--- src/core/status_err_pkg.sv ---
// Constants shared by the status and error logging block
package status_err_pkg;

  // ********************************************************
  // Register byte offsets in configuration space
  // ********************************************************
  localparam logic [11:0] STATUS_OFFSET     = 12'h006;
  localparam logic [11:0] SEC_STATUS_OFFSET = 12'h01e;

  // ********************************************************
  // Field positions
  // ********************************************************
  localparam int INTR_STATUS_BIT = 3;
  localparam int CAP_LIST_BIT    = 4;
  localparam int PARITY_ERR_BIT  = 8;
  localparam int SIG_ABORT_BIT   = 11;
  localparam int RCV_ABORT_BIT   = 12;
  localparam int RCV_UR_BIT      = 13;
  localparam int SYS_ERR_BIT     = 14;
  localparam int DET_PARITY_BIT  = 15;
  localparam int CMD_PER_BIT     = 6;
  localparam int CMD_SERR_BIT    = 8;
  localparam int HALF_WORD_LSB   = 16;

  // ********************************************************
  // Reset values and write-one-to-clear masks
  // ********************************************************
  localparam logic [15:0] STATUS_RESET     = 16'h0000;
  localparam logic [15:0] SEC_STATUS_RESET = 16'h0000;
  localparam logic        INTR_RESET       = 1'b0;
  localparam logic [15:0] STATUS_W1C_MASK  = 16'hf900;
  localparam logic [15:0] SEC_W1C_MASK     = 16'hf900;

  // ********************************************************
  // Configuration port handshake states
  // ********************************************************
  typedef enum logic [1:0] {
    PORT_IDLE = 2'b00,
    PORT_ACK  = 2'b01,
    PORT_WAIT = 2'b10
  } port_state_e;

endpackage

--- src/core/w1c_bit_bank.sv ---
// Bank of sticky bits, set by hardware and cleared by writing one
`timescale 1ns/1ps
module w1c_bit_bank
  import status_err_pkg::*;
#(
  parameter int          WIDTH     = 16,
  parameter logic [15:0] RESET_VAL = 16'h0000
) (
  // Clock and reset
  input  wire logic             core_clk_in,
  input  wire logic             rst_b_in,
  // Set and clear strobes, one per bit
  input  wire logic [WIDTH-1:0] set_in,
  input  wire logic [WIDTH-1:0] clr_in,
  // Stored bits
  output logic      [WIDTH-1:0] bits_out
);

  // Refused while the design is built, before any clock runs
  if (WIDTH < 1 || WIDTH > 16) begin : g_bad_width
    $error("w1c_bit_bank: WIDTH must be 1 to 16");
  end

  genvar i;
  generate
    for (i = 0; i < WIDTH; i++) begin : g_bit
      // A set in the same cycle as a clear wins, so no event is lost
      always_ff @(posedge core_clk_in) begin
        if (!rst_b_in) begin
          bits_out[i] <= RESET_VAL[i];
        end else if (set_in[i]) begin
          bits_out[i] <= 1'b1;
        end else if (clr_in[i]) begin
          bits_out[i] <= 1'b0;
        end
      end
    end
  endgenerate

endmodule

--- src/core/status_err_log.sv ---
// Status and secondary status error logging for a link port core
// What this block does
// - Reserved status bits read zero; capabilities-list bit always reads one.
// - Endpoint: interrupt status sets on user interrupt, clears when handler clears.
// - Endpoint: parity bit sets on poisoned completion received or poisoned write sent when enabled.
// - Endpoint: signaled abort bit sets when user reports a completer-abort completion.
// - Endpoint: received abort bit sets on completion with completer-abort status.
// - Endpoint: received master abort sets on completion with unsupported-request status.
// - Endpoint: system error bit sets on sent error message when enabled.
// - Endpoint: detected parity bit sets on any poisoned packet received.
// - Root port: interrupt status bit does nothing and stays zero.
// - Root port: parity bit sets on poisoned completion received when enabled.
// - Root port: status bits 11, 12 and 13 are never set.
// - Root port: system error sets on received error message with both enables.
// - Root port: system error sets on upstream error message indication when enabled.
// - Root port: detected parity bit sets on poisoned packet sent downstream.
// - Root port: secondary parity bit sets on poisoned completion or write when enabled.
// - Root port: secondary signaled abort sets on the user abort report input.
// - Root port: secondary received abort sets on completer-abort completion.
// - Root port: secondary master abort sets on unsupported-request completion.
// - Root port: secondary system error sets on any received error message.
// - Parity error response enable is command bit 6.
// - System error report enable is command bit 8.
`timescale 1ns/1ps
module status_err_log
  import status_err_pkg::*;
(
  // Clock and reset
  input  wire logic        core_clk_in,
  input  wire logic        rst_b_in,
  // Static configuration
  input  wire logic        root_port_mode_in,
  // Command and bridge control settings
  input  wire logic [15:0] command_word_in,
  input  wire logic        secondary_parity_resp_en_in,
  input  wire logic        secondary_system_error_report_enable_in,
  // Link receive events, one-cycle pulses
  input  wire logic        rx_poisoned_cpl_in,
  input  wire logic        rx_poisoned_tlp_in,
  input  wire logic        rx_cpl_abort_in,
  input  wire logic        rx_cpl_unsupported_in,
  input  wire logic        rx_err_msg_in,
  // Link transmit events, one-cycle pulses
  input  wire logic        tx_poisoned_wr_in,
  input  wire logic        tx_poisoned_tlp_in,
  input  wire logic        tx_err_msg_in,
  input  wire logic        msg_upstream_err_in,
  // User application reports
  input  wire logic        user_cpl_abort_b_in,
  input  wire logic        intx_set_in,
  input  wire logic        intx_clear_in,
  // Configuration port
  input  wire logic [9:0]  cfg_dwaddr_in,
  input  wire logic [31:0] cfg_di_in,
  input  wire logic [3:0]  cfg_byte_en_b_in,
  input  wire logic        cfg_wr_en_b_in,
  input  wire logic        cfg_rd_en_b_in,
  output logic      [31:0] cfg_do_out,
  output logic             cfg_rd_wr_done_b_out
);

  // ********************************************************
  // Address decode
  // ********************************************************
  function automatic logic [9:0] dword_of(input logic [11:0] byte_addr);
    dword_of = byte_addr[11:2];
  endfunction

  function automatic logic [15:0] lane_mask(input logic [1:0] be_b);
    lane_mask = {{8{~be_b[1]}}, {8{~be_b[0]}}};
  endfunction

  port_state_e state_q;
  port_state_e state_d;
  logic        req;
  logic        take;
  logic        wr_take;
  logic        hit_status;
  logic        hit_sec;
  logic        rp_mode;
  logic        ep_mode;
  logic        par_resp_en;
  logic        serr_en;
  logic        user_abort;
  logic [15:0] wr_ones;
  logic [15:0] st_set;
  logic [15:0] st_clr;
  logic [15:0] sec_set;
  logic [15:0] sec_clr;
  logic [15:0] st_bits;
  logic [15:0] sec_bits;
  logic [15:0] status_word;
  logic [15:0] sec_word;
  logic        intr_q;

  assign rp_mode     = root_port_mode_in;
  assign ep_mode     = ~root_port_mode_in;
  assign par_resp_en = command_word_in[CMD_PER_BIT];
  assign serr_en     = command_word_in[CMD_SERR_BIT];
  assign user_abort  = ~user_cpl_abort_b_in;

  assign req        = ~cfg_wr_en_b_in | ~cfg_rd_en_b_in;
  assign take       = (state_q == PORT_IDLE) && req;
  assign wr_take    = take && !cfg_wr_en_b_in;
  assign hit_status = (cfg_dwaddr_in == dword_of(STATUS_OFFSET));
  assign hit_sec    = (cfg_dwaddr_in == dword_of(SEC_STATUS_OFFSET));
  assign wr_ones    = cfg_di_in[31:HALF_WORD_LSB] & lane_mask(cfg_byte_en_b_in[3:2]);

  // ********************************************************
  // Status set conditions
  // ********************************************************
  always_comb begin
    st_set = 16'h0000;
    if (ep_mode) begin
      st_set[PARITY_ERR_BIT] = par_resp_en & (rx_poisoned_cpl_in | tx_poisoned_wr_in);
      st_set[SIG_ABORT_BIT]  = user_abort;
      st_set[RCV_ABORT_BIT]  = rx_cpl_abort_in;
      st_set[RCV_UR_BIT]     = rx_cpl_unsupported_in;
      st_set[SYS_ERR_BIT]    = serr_en & tx_err_msg_in;
      st_set[DET_PARITY_BIT] = rx_poisoned_tlp_in;
    end else begin
      // Abort and master-abort bits stay unset here
      st_set[PARITY_ERR_BIT] = par_resp_en & rx_poisoned_cpl_in;
      st_set[SYS_ERR_BIT]    = serr_en & ((secondary_system_error_report_enable_in & rx_err_msg_in)
                                          | msg_upstream_err_in);
      st_set[DET_PARITY_BIT] = tx_poisoned_tlp_in;
    end
    st_set = st_set & STATUS_W1C_MASK;
  end

  // ********************************************************
  // Secondary status set conditions
  // ********************************************************
  always_comb begin
    sec_set = 16'h0000;
    if (rp_mode) begin
      sec_set[PARITY_ERR_BIT] = secondary_parity_resp_en_in
                                & (rx_poisoned_cpl_in | tx_poisoned_wr_in);
      sec_set[SIG_ABORT_BIT]  = user_abort;
      sec_set[RCV_ABORT_BIT]  = rx_cpl_abort_in;
      sec_set[RCV_UR_BIT]     = rx_cpl_unsupported_in;
      sec_set[SYS_ERR_BIT]    = rx_err_msg_in;
    end
    sec_set = sec_set & SEC_W1C_MASK;
  end

  // Clears come only from a write of ones into enabled byte lanes
  assign st_clr  = (wr_take && hit_status) ? (wr_ones & STATUS_W1C_MASK) : 16'h0000;
  assign sec_clr = (wr_take && hit_sec && rp_mode) ? (wr_ones & SEC_W1C_MASK) : 16'h0000;

  w1c_bit_bank #(
    .WIDTH     (16),
    .RESET_VAL (STATUS_RESET)
  ) u_status_bits (
    .core_clk_in (core_clk_in),
    .rst_b_in    (rst_b_in),
    .set_in      (st_set),
    .clr_in      (st_clr),
    .bits_out    (st_bits)
  );

  w1c_bit_bank #(
    .WIDTH     (16),
    .RESET_VAL (SEC_STATUS_RESET)
  ) u_sec_bits (
    .core_clk_in (core_clk_in),
    .rst_b_in    (rst_b_in),
    .set_in      (sec_set),
    .clr_in      (sec_clr),
    .bits_out    (sec_bits)
  );

  // ********************************************************
  // Interrupt status, read-only
  // ********************************************************
  always_ff @(posedge core_clk_in) begin
    if (!rst_b_in) begin
      intr_q <= INTR_RESET;
    end else if (rp_mode) begin
      intr_q <= 1'b0;
    end else if (intx_set_in) begin
      intr_q <= 1'b1;
    end else if (intx_clear_in) begin
      intr_q <= 1'b0;
    end
  end

  always_comb begin
    status_word                  = st_bits & STATUS_W1C_MASK;
    status_word[INTR_STATUS_BIT] = intr_q;
    status_word[CAP_LIST_BIT]    = 1'b1;
    sec_word                     = rp_mode ? (sec_bits & SEC_W1C_MASK) : 16'h0000;
  end

  // ********************************************************
  // Configuration port handshake
  // ********************************************************
  // Each access is answered once; the port then waits for the
  // strobes to drop so a held strobe is not taken twice.
  always_comb begin
    state_d = state_q;
    case (state_q)
      PORT_IDLE: begin
        if (req) begin
          state_d = PORT_ACK;
        end
      end
      PORT_ACK: begin
        state_d = req ? PORT_WAIT : PORT_IDLE;
      end
      PORT_WAIT: begin
        if (!req) begin
          state_d = PORT_IDLE;
        end
      end
      default: begin
        state_d = PORT_IDLE;
      end
    endcase
  end

  always_ff @(posedge core_clk_in) begin
    if (!rst_b_in) begin
      state_q <= PORT_IDLE;
    end else begin
      state_q <= state_d;
    end
  end

  always_ff @(posedge core_clk_in) begin
    if (!rst_b_in) begin
      cfg_rd_wr_done_b_out <= 1'b1;
    end else begin
      cfg_rd_wr_done_b_out <= ~take;
    end
  end

  // Other addresses of the space live elsewhere and read as zero here
  always_ff @(posedge core_clk_in) begin
    if (!rst_b_in) begin
      cfg_do_out <= 32'h0000_0000;
    end else if (take && !cfg_rd_en_b_in) begin
      if (hit_status) begin
        cfg_do_out <= {status_word, 16'h0000};
      end else if (hit_sec) begin
        cfg_do_out <= {sec_word, 16'h0000};
      end else begin
        cfg_do_out <= 32'h0000_0000;
      end
    end
  end

  // ********************************************************
  // Checks
  // ********************************************************
  property p_fixed_bits;
    @(posedge core_clk_in) disable iff (!rst_b_in)
      status_word[2:0] == 3'b000 && status_word[7:5] == 3'b000 && status_word[10:9] == 2'b00
      && status_word[CAP_LIST_BIT] && sec_word[7:0] == 8'h00 && sec_word[10:9] == 2'b00;
  endproperty
  a_fixed_bits: assert property (p_fixed_bits) else $error("Fixed status bits wrong");

  property p_intr_set;
    @(posedge core_clk_in) disable iff (!rst_b_in)
      ep_mode && intx_set_in |=> status_word[INTR_STATUS_BIT];
  endproperty
  a_intr_set: assert property (p_intr_set) else $error("Interrupt status not set");

  property p_ep_parity;
    @(posedge core_clk_in) disable iff (!rst_b_in)
      ep_mode && par_resp_en && tx_poisoned_wr_in |=> status_word[PARITY_ERR_BIT];
  endproperty
  a_ep_parity: assert property (p_ep_parity) else $error("Parity bit not set on poisoned write");

  property p_ep_rcv_abort;
    @(posedge core_clk_in) disable iff (!rst_b_in)
      ep_mode && rx_cpl_abort_in |=> status_word[RCV_ABORT_BIT];
  endproperty
  a_ep_rcv_abort: assert property (p_ep_rcv_abort) else $error("Received abort not set");

  property p_rp_never;
    @(posedge core_clk_in) disable iff (!rst_b_in)
      rp_mode && $stable(rp_mode) |=> status_word[13:11] == $past(status_word[13:11]) && !$rose(status_word[13]);
  endproperty
  a_rp_never: assert property (p_rp_never) else $error("Root port set an abort bit");

  property p_rp_intr;
    @(posedge core_clk_in) disable iff (!rst_b_in)
      rp_mode ##1 rp_mode |-> !status_word[INTR_STATUS_BIT];
  endproperty
  a_rp_intr: assert property (p_rp_intr) else $error("Root port interrupt status active");

  property p_w1c_clear;
    @(posedge core_clk_in) disable iff (!rst_b_in)
      wr_take && hit_status && wr_ones[DET_PARITY_BIT] && !st_set[DET_PARITY_BIT]
      |=> !status_word[DET_PARITY_BIT];
  endproperty
  a_w1c_clear: assert property (p_w1c_clear) else $error("Write of one did not clear");

  property p_w1c_hold;
    @(posedge core_clk_in) disable iff (!rst_b_in)
      status_word[SYS_ERR_BIT] && !st_clr[SYS_ERR_BIT] |=> status_word[SYS_ERR_BIT];
  endproperty
  a_w1c_hold: assert property (p_w1c_hold) else $error("Sticky bit lost without a clear");

  property p_sec_sys_err;
    @(posedge core_clk_in) disable iff (!rst_b_in)
      rp_mode && rx_err_msg_in ##1 rp_mode |-> sec_word[SYS_ERR_BIT];
  endproperty
  a_sec_sys_err: assert property (p_sec_sys_err) else $error("Secondary system error not set");

  property p_done_pulse;
    @(posedge core_clk_in) disable iff (!rst_b_in)
      take |=> !cfg_rd_wr_done_b_out ##1 cfg_rd_wr_done_b_out;
  endproperty
  a_done_pulse: assert property (p_done_pulse) else $error("Done pulse not one cycle");

endmodule

--- config.mk ---
export PLATFORM = sky130hd
export DESIGN_NAME = status_err_log
export DESIGN_NICKNAME = d
export VERILOG_FILES = /design/src/core/status_err_pkg.sv /design/src/core/w1c_bit_bank.sv /design/src/core/status_err_log.sv
export SDC_FILE = /design/constraint.sdc
export NUM_CORES = 1
export LEC_CHECK = 0
export BUFFER_PORTS_ARGS = -buffer_cell sky130_fd_sc_hd__buf_2
export CORE_UTILIZATION = 34
export CTS_BUF_LIST = sky130_fd_sc_hd__clkbuf_2
export CTS_CLUSTER_DIAMETER = 100
export CTS_CLUSTER_SIZE = 16
export DETAILED_ROUTE_END_ITERATION = 6
export PLACE_DENSITY_LB_ADDON = 0.25
export SETUP_SLACK_MARGIN = 0.05
export SYNTH_ARGS = -nofsm -noshare
export SYNTH_HDL_FRONTEND = slang
export SYNTH_SLANG_ARGS = --single-unit
--- constraint.sdc ---
create_clock -name core_clk_in -period 1.3 [get_ports core_clk_in]
set_clock_uncertainty 0.15 [all_clocks]
set_input_delay 0.065 -clock core_clk_in [delete_from_list [all_inputs] [get_ports core_clk_in]]
set_output_delay 0.065 -clock core_clk_in [all_outputs]
set_load 0.01 [all_outputs]
==> impl_metrics.tcl, run 1 <==
set metrics [dict create \
    syn_area_sq_um 1220 \
    whs_ns 0.0266 \
    hold_depth 5 \
    ys_seq_area_share_pct 37.8 \
    worstHoldStart "cfg_dwaddr_in[8]" \
    r2r_cells 5 \
    antenna_left 0 \
    drive_gt1_share_pct 35.5 \
    routedWlPerCell_um 11.3 \
    critPathArrivalTime_ns 1.53 \
    initial_core_util_pct 36.0 \
    rrSetupSlack_ns -0.14 \
    cp-start-kind "flop" \
    cp_slowest_cell "dfxtp_4" \
    rr_endpoint "u_status_bits.bits_out[14]" \
    detail_route.vias_per_cell 4.42 \
    final_util_pct 53.3 \
    crit_required_ns 1.39 \
    drt_iter0_markers 16 \
    timing.rr.start "state_q[0]" \
    clk_latency_ns 0.32 \
    htreeDepth 1 \
    max_freq_ghz 0.694 \
    drc 0 \
    fin_cells 266 \
    synth_seq_cells 23 \
    synth.avg_cell_area_sq_um 8.70 \
    grt_pass1_wl_um 4440 \
    io_buffer_count 46 \
    final_nets 302 \
    cpPeakStageDelay_ns 0.41 \
    yosys_warnings 0 \
    critPathKind "reg -> reg" \
    vias 1176 \
    dp.cells 231 \
    hold_violations 0 \
    slew_viol_final 0 \
    multi_input_area_sq_um 671 \
    clockBufferDepth 2 \
    drv_cap 0 \
    syn_to_final_growth_pct 48.4 \
    num-fill-cells 307 \
    synth_cell_type_count 30 \
    regArea_sq_um 468 \
    die_w_um 61.9 \
    hold_path.class "in -> reg" \
    status "complete, but fails checks" \
    grt_antenna_before_repair 0 \
    rsz0062_at_grt "true" \
    pre_cts_slack_ns -0.256 \
    num_rows 21 \
    grt_usage_pct 16.5 \
    drt_wl_total_um 3000 \
    finalSetupViolations 15 \
    crit_fanout 4 \
    n_antenna_cell 0 \
    postSynthCellCount 140 \
    root_buffer "clkbuf_2" \
    power_mw 1.37 \
    grt_pass1_vias 1091 \
    grt_overflow_total 0 \
    numCtsBuffers 3 \
    p_leak_nw 0.808 \
    dr.pass1.iters 3 \
    timing.final.crit_share_pct 111 \
    core-area_sq_um 3390 \
    hpwl_um 1940 \
    die_h_um 61.9 \
    clk_pin_slew_worst_paths_ns 0.20 \
    power_density_nw_per_um2 760 \
    clock-sinks 23 \
    num_io_pins 114 \
    setup-tns-final_ns -0.883 \
    fin_ws_ns -0.141 \
    peakVddDrop_mv 0.823 \
    die_area_sq_um 3830 \
    violations "setup timing" \
    routabilityCongestion 0.740 \
    hold_end "cfg_do_out[30]" \
    min_period_ns 1.44 \
    placed_area_sq_um 1430 \
    cts_tree "built" \
    finalInstanceArea_sq_um 1810 \
    grt_max_degree 16 \
    path_cells "nor3_4 -> nand4_1 -> buf_4 -> o211ai_1 -> nand2_1" \
    end_kind "flop" \
]
cells in the final DEF, fill, tap and decap left out, types with 2 or more instances in the layout:
cell,instances
a22oi_2,2
nand2_1,10
inv_1,7
o211ai_1,5
nor2_1,2
buf_6,2
nor2b_1,4
o21ai_1,6
buf_2,46
dfxtp_4,2
o21ai_2,6
dfxtp_1,21
a21boi_0,3
conb_1,24
buf_4,7
a32oi_1,2
a21boi_1,7
a21oi_1,3
clkbuf_2,4
nand4_1,3
dlygate4sd3_1,26
nand3_1,3
nand2b_1,9
kinds of logic after synthesis:
logic type,Yosys count,share of synthesized area [%]
AO/OA/AOI/OAI,36,19.2
XOR/XNOR,1,0.719
flip-flops,23,37.8
buffers and inverters,35,18.5
other,1,0.308
multiplexers,1,0.821
AND/OR/NAND/NOR,43,22.7
synth_stat cells, drive strengths merged:
library cell,instances,area (sq um)
buf,25,188
dfxtp,23,460
o21ai,13,65.1
a21boi,10,75.1
nand2,10,37.5
nand2b,9,56.3
inv,7,26.3
o211ai,5,37.5
nor2b,4,25.0
a21oi,3,15.0
clkbuf,3,11.3
nand3,3,15.0
nand4,3,18.8
nor3,3,15.0
a22oi,2,15.0
a32oi,2,17.5
and2,2,16.3
nor2,2,7.51
and3,1,6.26
and4,1,8.76
conb,1,3.75
mux2i,1,10.0
nor3b,1,7.51
nor4,1,21.3
nor4b,1,23.8
o2111ai,1,8.76
or2,1,6.26
or3,1,11.3
xnor2,1,8.76
layer usage:
metal | global-route usage, % | wire length, um | vias to the layer above | part of all wire [%]
met1 | 16.1 | 1150 | 530 | 38
met4 | 6.67 | 72 | 0 | 2.4
met3 | 4.35 | 134 | 8 | 4.5
met2 | 32.6 | 1640 | 46 | 55
met5 | 0 | 0 | - | 0
li1 | - | - | 592 | -
worst max path at each step:
stage                from                          to  slack, ns  depth (start not counted)
3_3_place_gp   state_q[0]   u_status_bits.bits_out[8]      -0.19                          4
4_1_cts        state_q[1]              cfg_do_out[24]      -0.08                          4
3_5_place_dp   state_q[0]  u_status_bits.bits_out[12]      -0.26                          4
2_1_floorplan  state_q[1]              cfg_do_out[24]      -0.01                          4
5_1_grt        state_q[0]  u_status_bits.bits_out[14]      -0.22                          5
6_report       state_q[0]  u_status_bits.bits_out[14]      -0.14                          5
state kept, by name, summed over array words and instances, names as in the netlist:
register                cells
intr_q                      1
cfg_do_out                  8
cfg_rd_wr_done_b_out        1
u_status_bits.bits_out      6
u_sec_bits.bits_out         5
state_q                     2
report_power, final:
group | leakage, nW | internal (mW) | switching (mW)
Sequential | 0.190 | 0.743 | 0.0282
Combinational | 0.601 | 0.173 | 0.145
Clock | 0.0166 | 0.0814 | 0.205
repair_timing:
item,4_1_cts,5_1_grt
gates resized for setup,12,23
hold buffers,26,0
endpoints found under the setup margin,19,19
pin swaps,7,10
buffers inserted,5,0
endpoints found under the hold margin,19,0
critical path, delay by kind of cell (launching register included):
kind                   cells  cell delay (ns)
AND/OR/NAND/NOR            3             0.43
AO/OA/AOI/OAI              1             0.17
flip-flops                 1             0.41
buffers and inverters      1             0.19
final cells by class:
class	instances	area share [%]
multi-input cells	105	37.1
repair buffers	81	31.3
flip-flops and latches	23	25.9
well taps	46	3.18
inverters	7	1.45
clock buffers	4	1.11
Note: power is estimated with default switching activity, not from simulation.
==> inputs of run 2 (changes only) <==
--- a/config.mk
+++ b/config.mk
@@ -11,6 +11,7 @@
 export CTS_CLUSTER_DIAMETER = 100
 export CTS_CLUSTER_SIZE = 16
 export DETAILED_ROUTE_END_ITERATION = 6
+export MAX_ROUTING_LAYER = met4
 export PLACE_DENSITY_LB_ADDON = 0.25
 export SETUP_SLACK_MARGIN = 0.05
 export SYNTH_ARGS = -nofsm -noshare
==> impl_metrics.tcl, run 2 (synthesized netlist as in run 1, its figures left out) <==
set metrics [dict create \
    grt_usage_pct 17.1 \
    drv_cap 0 \
    drt_iter0_markers 22 \
    largest_reg_flops 8 \
    num_io_pins 114 \
    grt_pass1_vias 1090 \
    p_leak_nw 0.808 \
    htreeDepth 1 \
    timing.final.crit_share_pct 111 \
    power_density_nw_per_um2 760 \
    crit_fanout 4 \
    met3RoutedLength_um 134 \
    hpwl_um 1940 \
    path_cells "nor3_4 -> nand4_1 -> buf_4 -> o211ai_1 -> nand2_1" \
    max_freq_ghz 0.694 \
    crit_family "simple AND/OR/NAND/NOR gates" \
    regMostFlops "cfg_do_out" \
    startpoint "state_q[0]" \
    clk_pin_slew_worst_paths_ns 0.20 \
    die_h_um 61.9 \
    critPathArrivalTime_ns 1.53 \
    drt-met1-wl_um 1150 \
    power_mw 1.37 \
    mostFrequentLayoutCell "buf_2" \
    hold_violations 0 \
    routedWlPerCell_um 11.3 \
    drc 0 \
    fin_ws_ns -0.142 \
    finalSetupViolations 15 \
    grt_pass1_wl_um 4460 \
    rsz0062_at_grt "true" \
    reg.largest.list "cfg_do_out x8, u_status_bits.bits_out x6, u_sec_bits.bits_out x5" \
    die_area_sq_um 3830 \
    cpPeakStageDelay_ns 0.41 \
    grt_antenna_before_repair 0 \
    status "complete, but fails checks" \
    routed.top_layer "met4" \
    cp_slowest_cell "dfxtp_4" \
    wl_met2_um 1640 \
    hold_path.class "in -> reg" \
    min_period_ns 1.44 \
    clk_latency_ns 0.32 \
    violations "setup timing" \
    antenna_left 0 \
    detail_route.vias_per_cell 4.43 \
    vias 1178 \
    cp-start-kind "flop" \
    initial_core_util_pct 36.0 \
    final_cell_mix "46 x buf_2, 26 x dlygate4sd3_1, 24 x conb_1" \
    dr.pass1.iters 4 \
    n_antenna_cell 0 \
    timing.rr.start "state_q[0]" \
    die_w_um 61.9 \
    grt_max_degree 16 \
    io_buffer_count 46 \
    routabilityCongestion 0.750 \
    final_util_pct 53.3 \
    drive_gt1_share_pct 35.5 \
    num-fill-cells 307 \
    crit_required_ns 1.39 \
    clock-sinks 23 \
    num_rows 21 \
    setup-tns-final_ns -0.880 \
    root_buffer "clkbuf_2" \
    core-area_sq_um 3390 \
    slew_viol_final 0 \
    syn_to_final_growth_pct 48.4 \
    grt_overflow_total 0 \
    clockBufferDepth 2 \
    whs_ns 0.0263 \
    final_nets 302 \
    peakVddDrop_mv 0.823 \
    crit_buf_inv 1 \
    worstHoldStart "cfg_dwaddr_in[8]" \
    cts_tree "built" \
    critPathKind "reg -> reg" \
    numCtsBuffers 3 \
    end_kind "flop" \
    drt_wl_total_um 3000 \
]
==> run 2: cell counts in the layout (fill, tap and decap cells not counted) <==
Identical to the previous run, type by type.
==> run 2: worst paths after layout <==
path / slack [ns] / cells after the start / end
worst min register to register: 0.31 / 2 / cfg_do_out[30]
worst max register to register: -0.14 / 5 / u_status_bits.bits_out[14]
worst max-delay path: -0.14 / 5 / u_status_bits.bits_out[14]
worst min-delay path: 0.03 / 5 / cfg_do_out[30]
==> run 2: power breakdown <==
part           total (mW)  switching (mW)  internal (mW)
registers           0.771          0.0280          0.743
logic               0.318           0.145          0.173
clock network       0.286           0.205         0.0814
total                1.37           0.377          0.997
==> run 2: metal layers <==
layer	up-vias	global-route usage, %
li1	592	-
met1	532	16.2
met2	46	32.6
met3	8	4.35
met4	0	6.67
met5	-	-
==> run 2: tightest hold or removal path, cell delays in order <==
cell	delay [ns]
buf_2	0.10
nor4b_4	0.05
nand4_1	0.08
buf_4	0.13
o21ai_1	0.05
==> run 2: repair_timing <==
action	4_1_cts	5_1_grt
setup endpoints to repair	19	19
hold endpoints to repair	19	0
hold buffers	26	0
pin swaps	7	10
gates resized for setup	12	23
buffers inserted	5	0
==> run 2: stage by stage <==
step | area (sq um) | std cells | worst slack (ns)
floorplan | 1310 | 163 | -0.0141
global route | 1810 | 266 | -0.217
CTS | 1760 | 266 | -0.0835
finish | 1810 | 266 | -0.142
global placement | 1430 | 231 | -0.189
detailed placement | 1430 | 231 | -0.256
==> run 2: area by class of cell <==
type,instances,area (sq um),area share (%)
multi-input combinational,105,671,37.1
timing repair buffer,81,566,31.3
sequential,23,468,25.9
tap,46,57.6,3.18
inverter,7,26.3,1.45
clock buffer,4,20.0,1.11
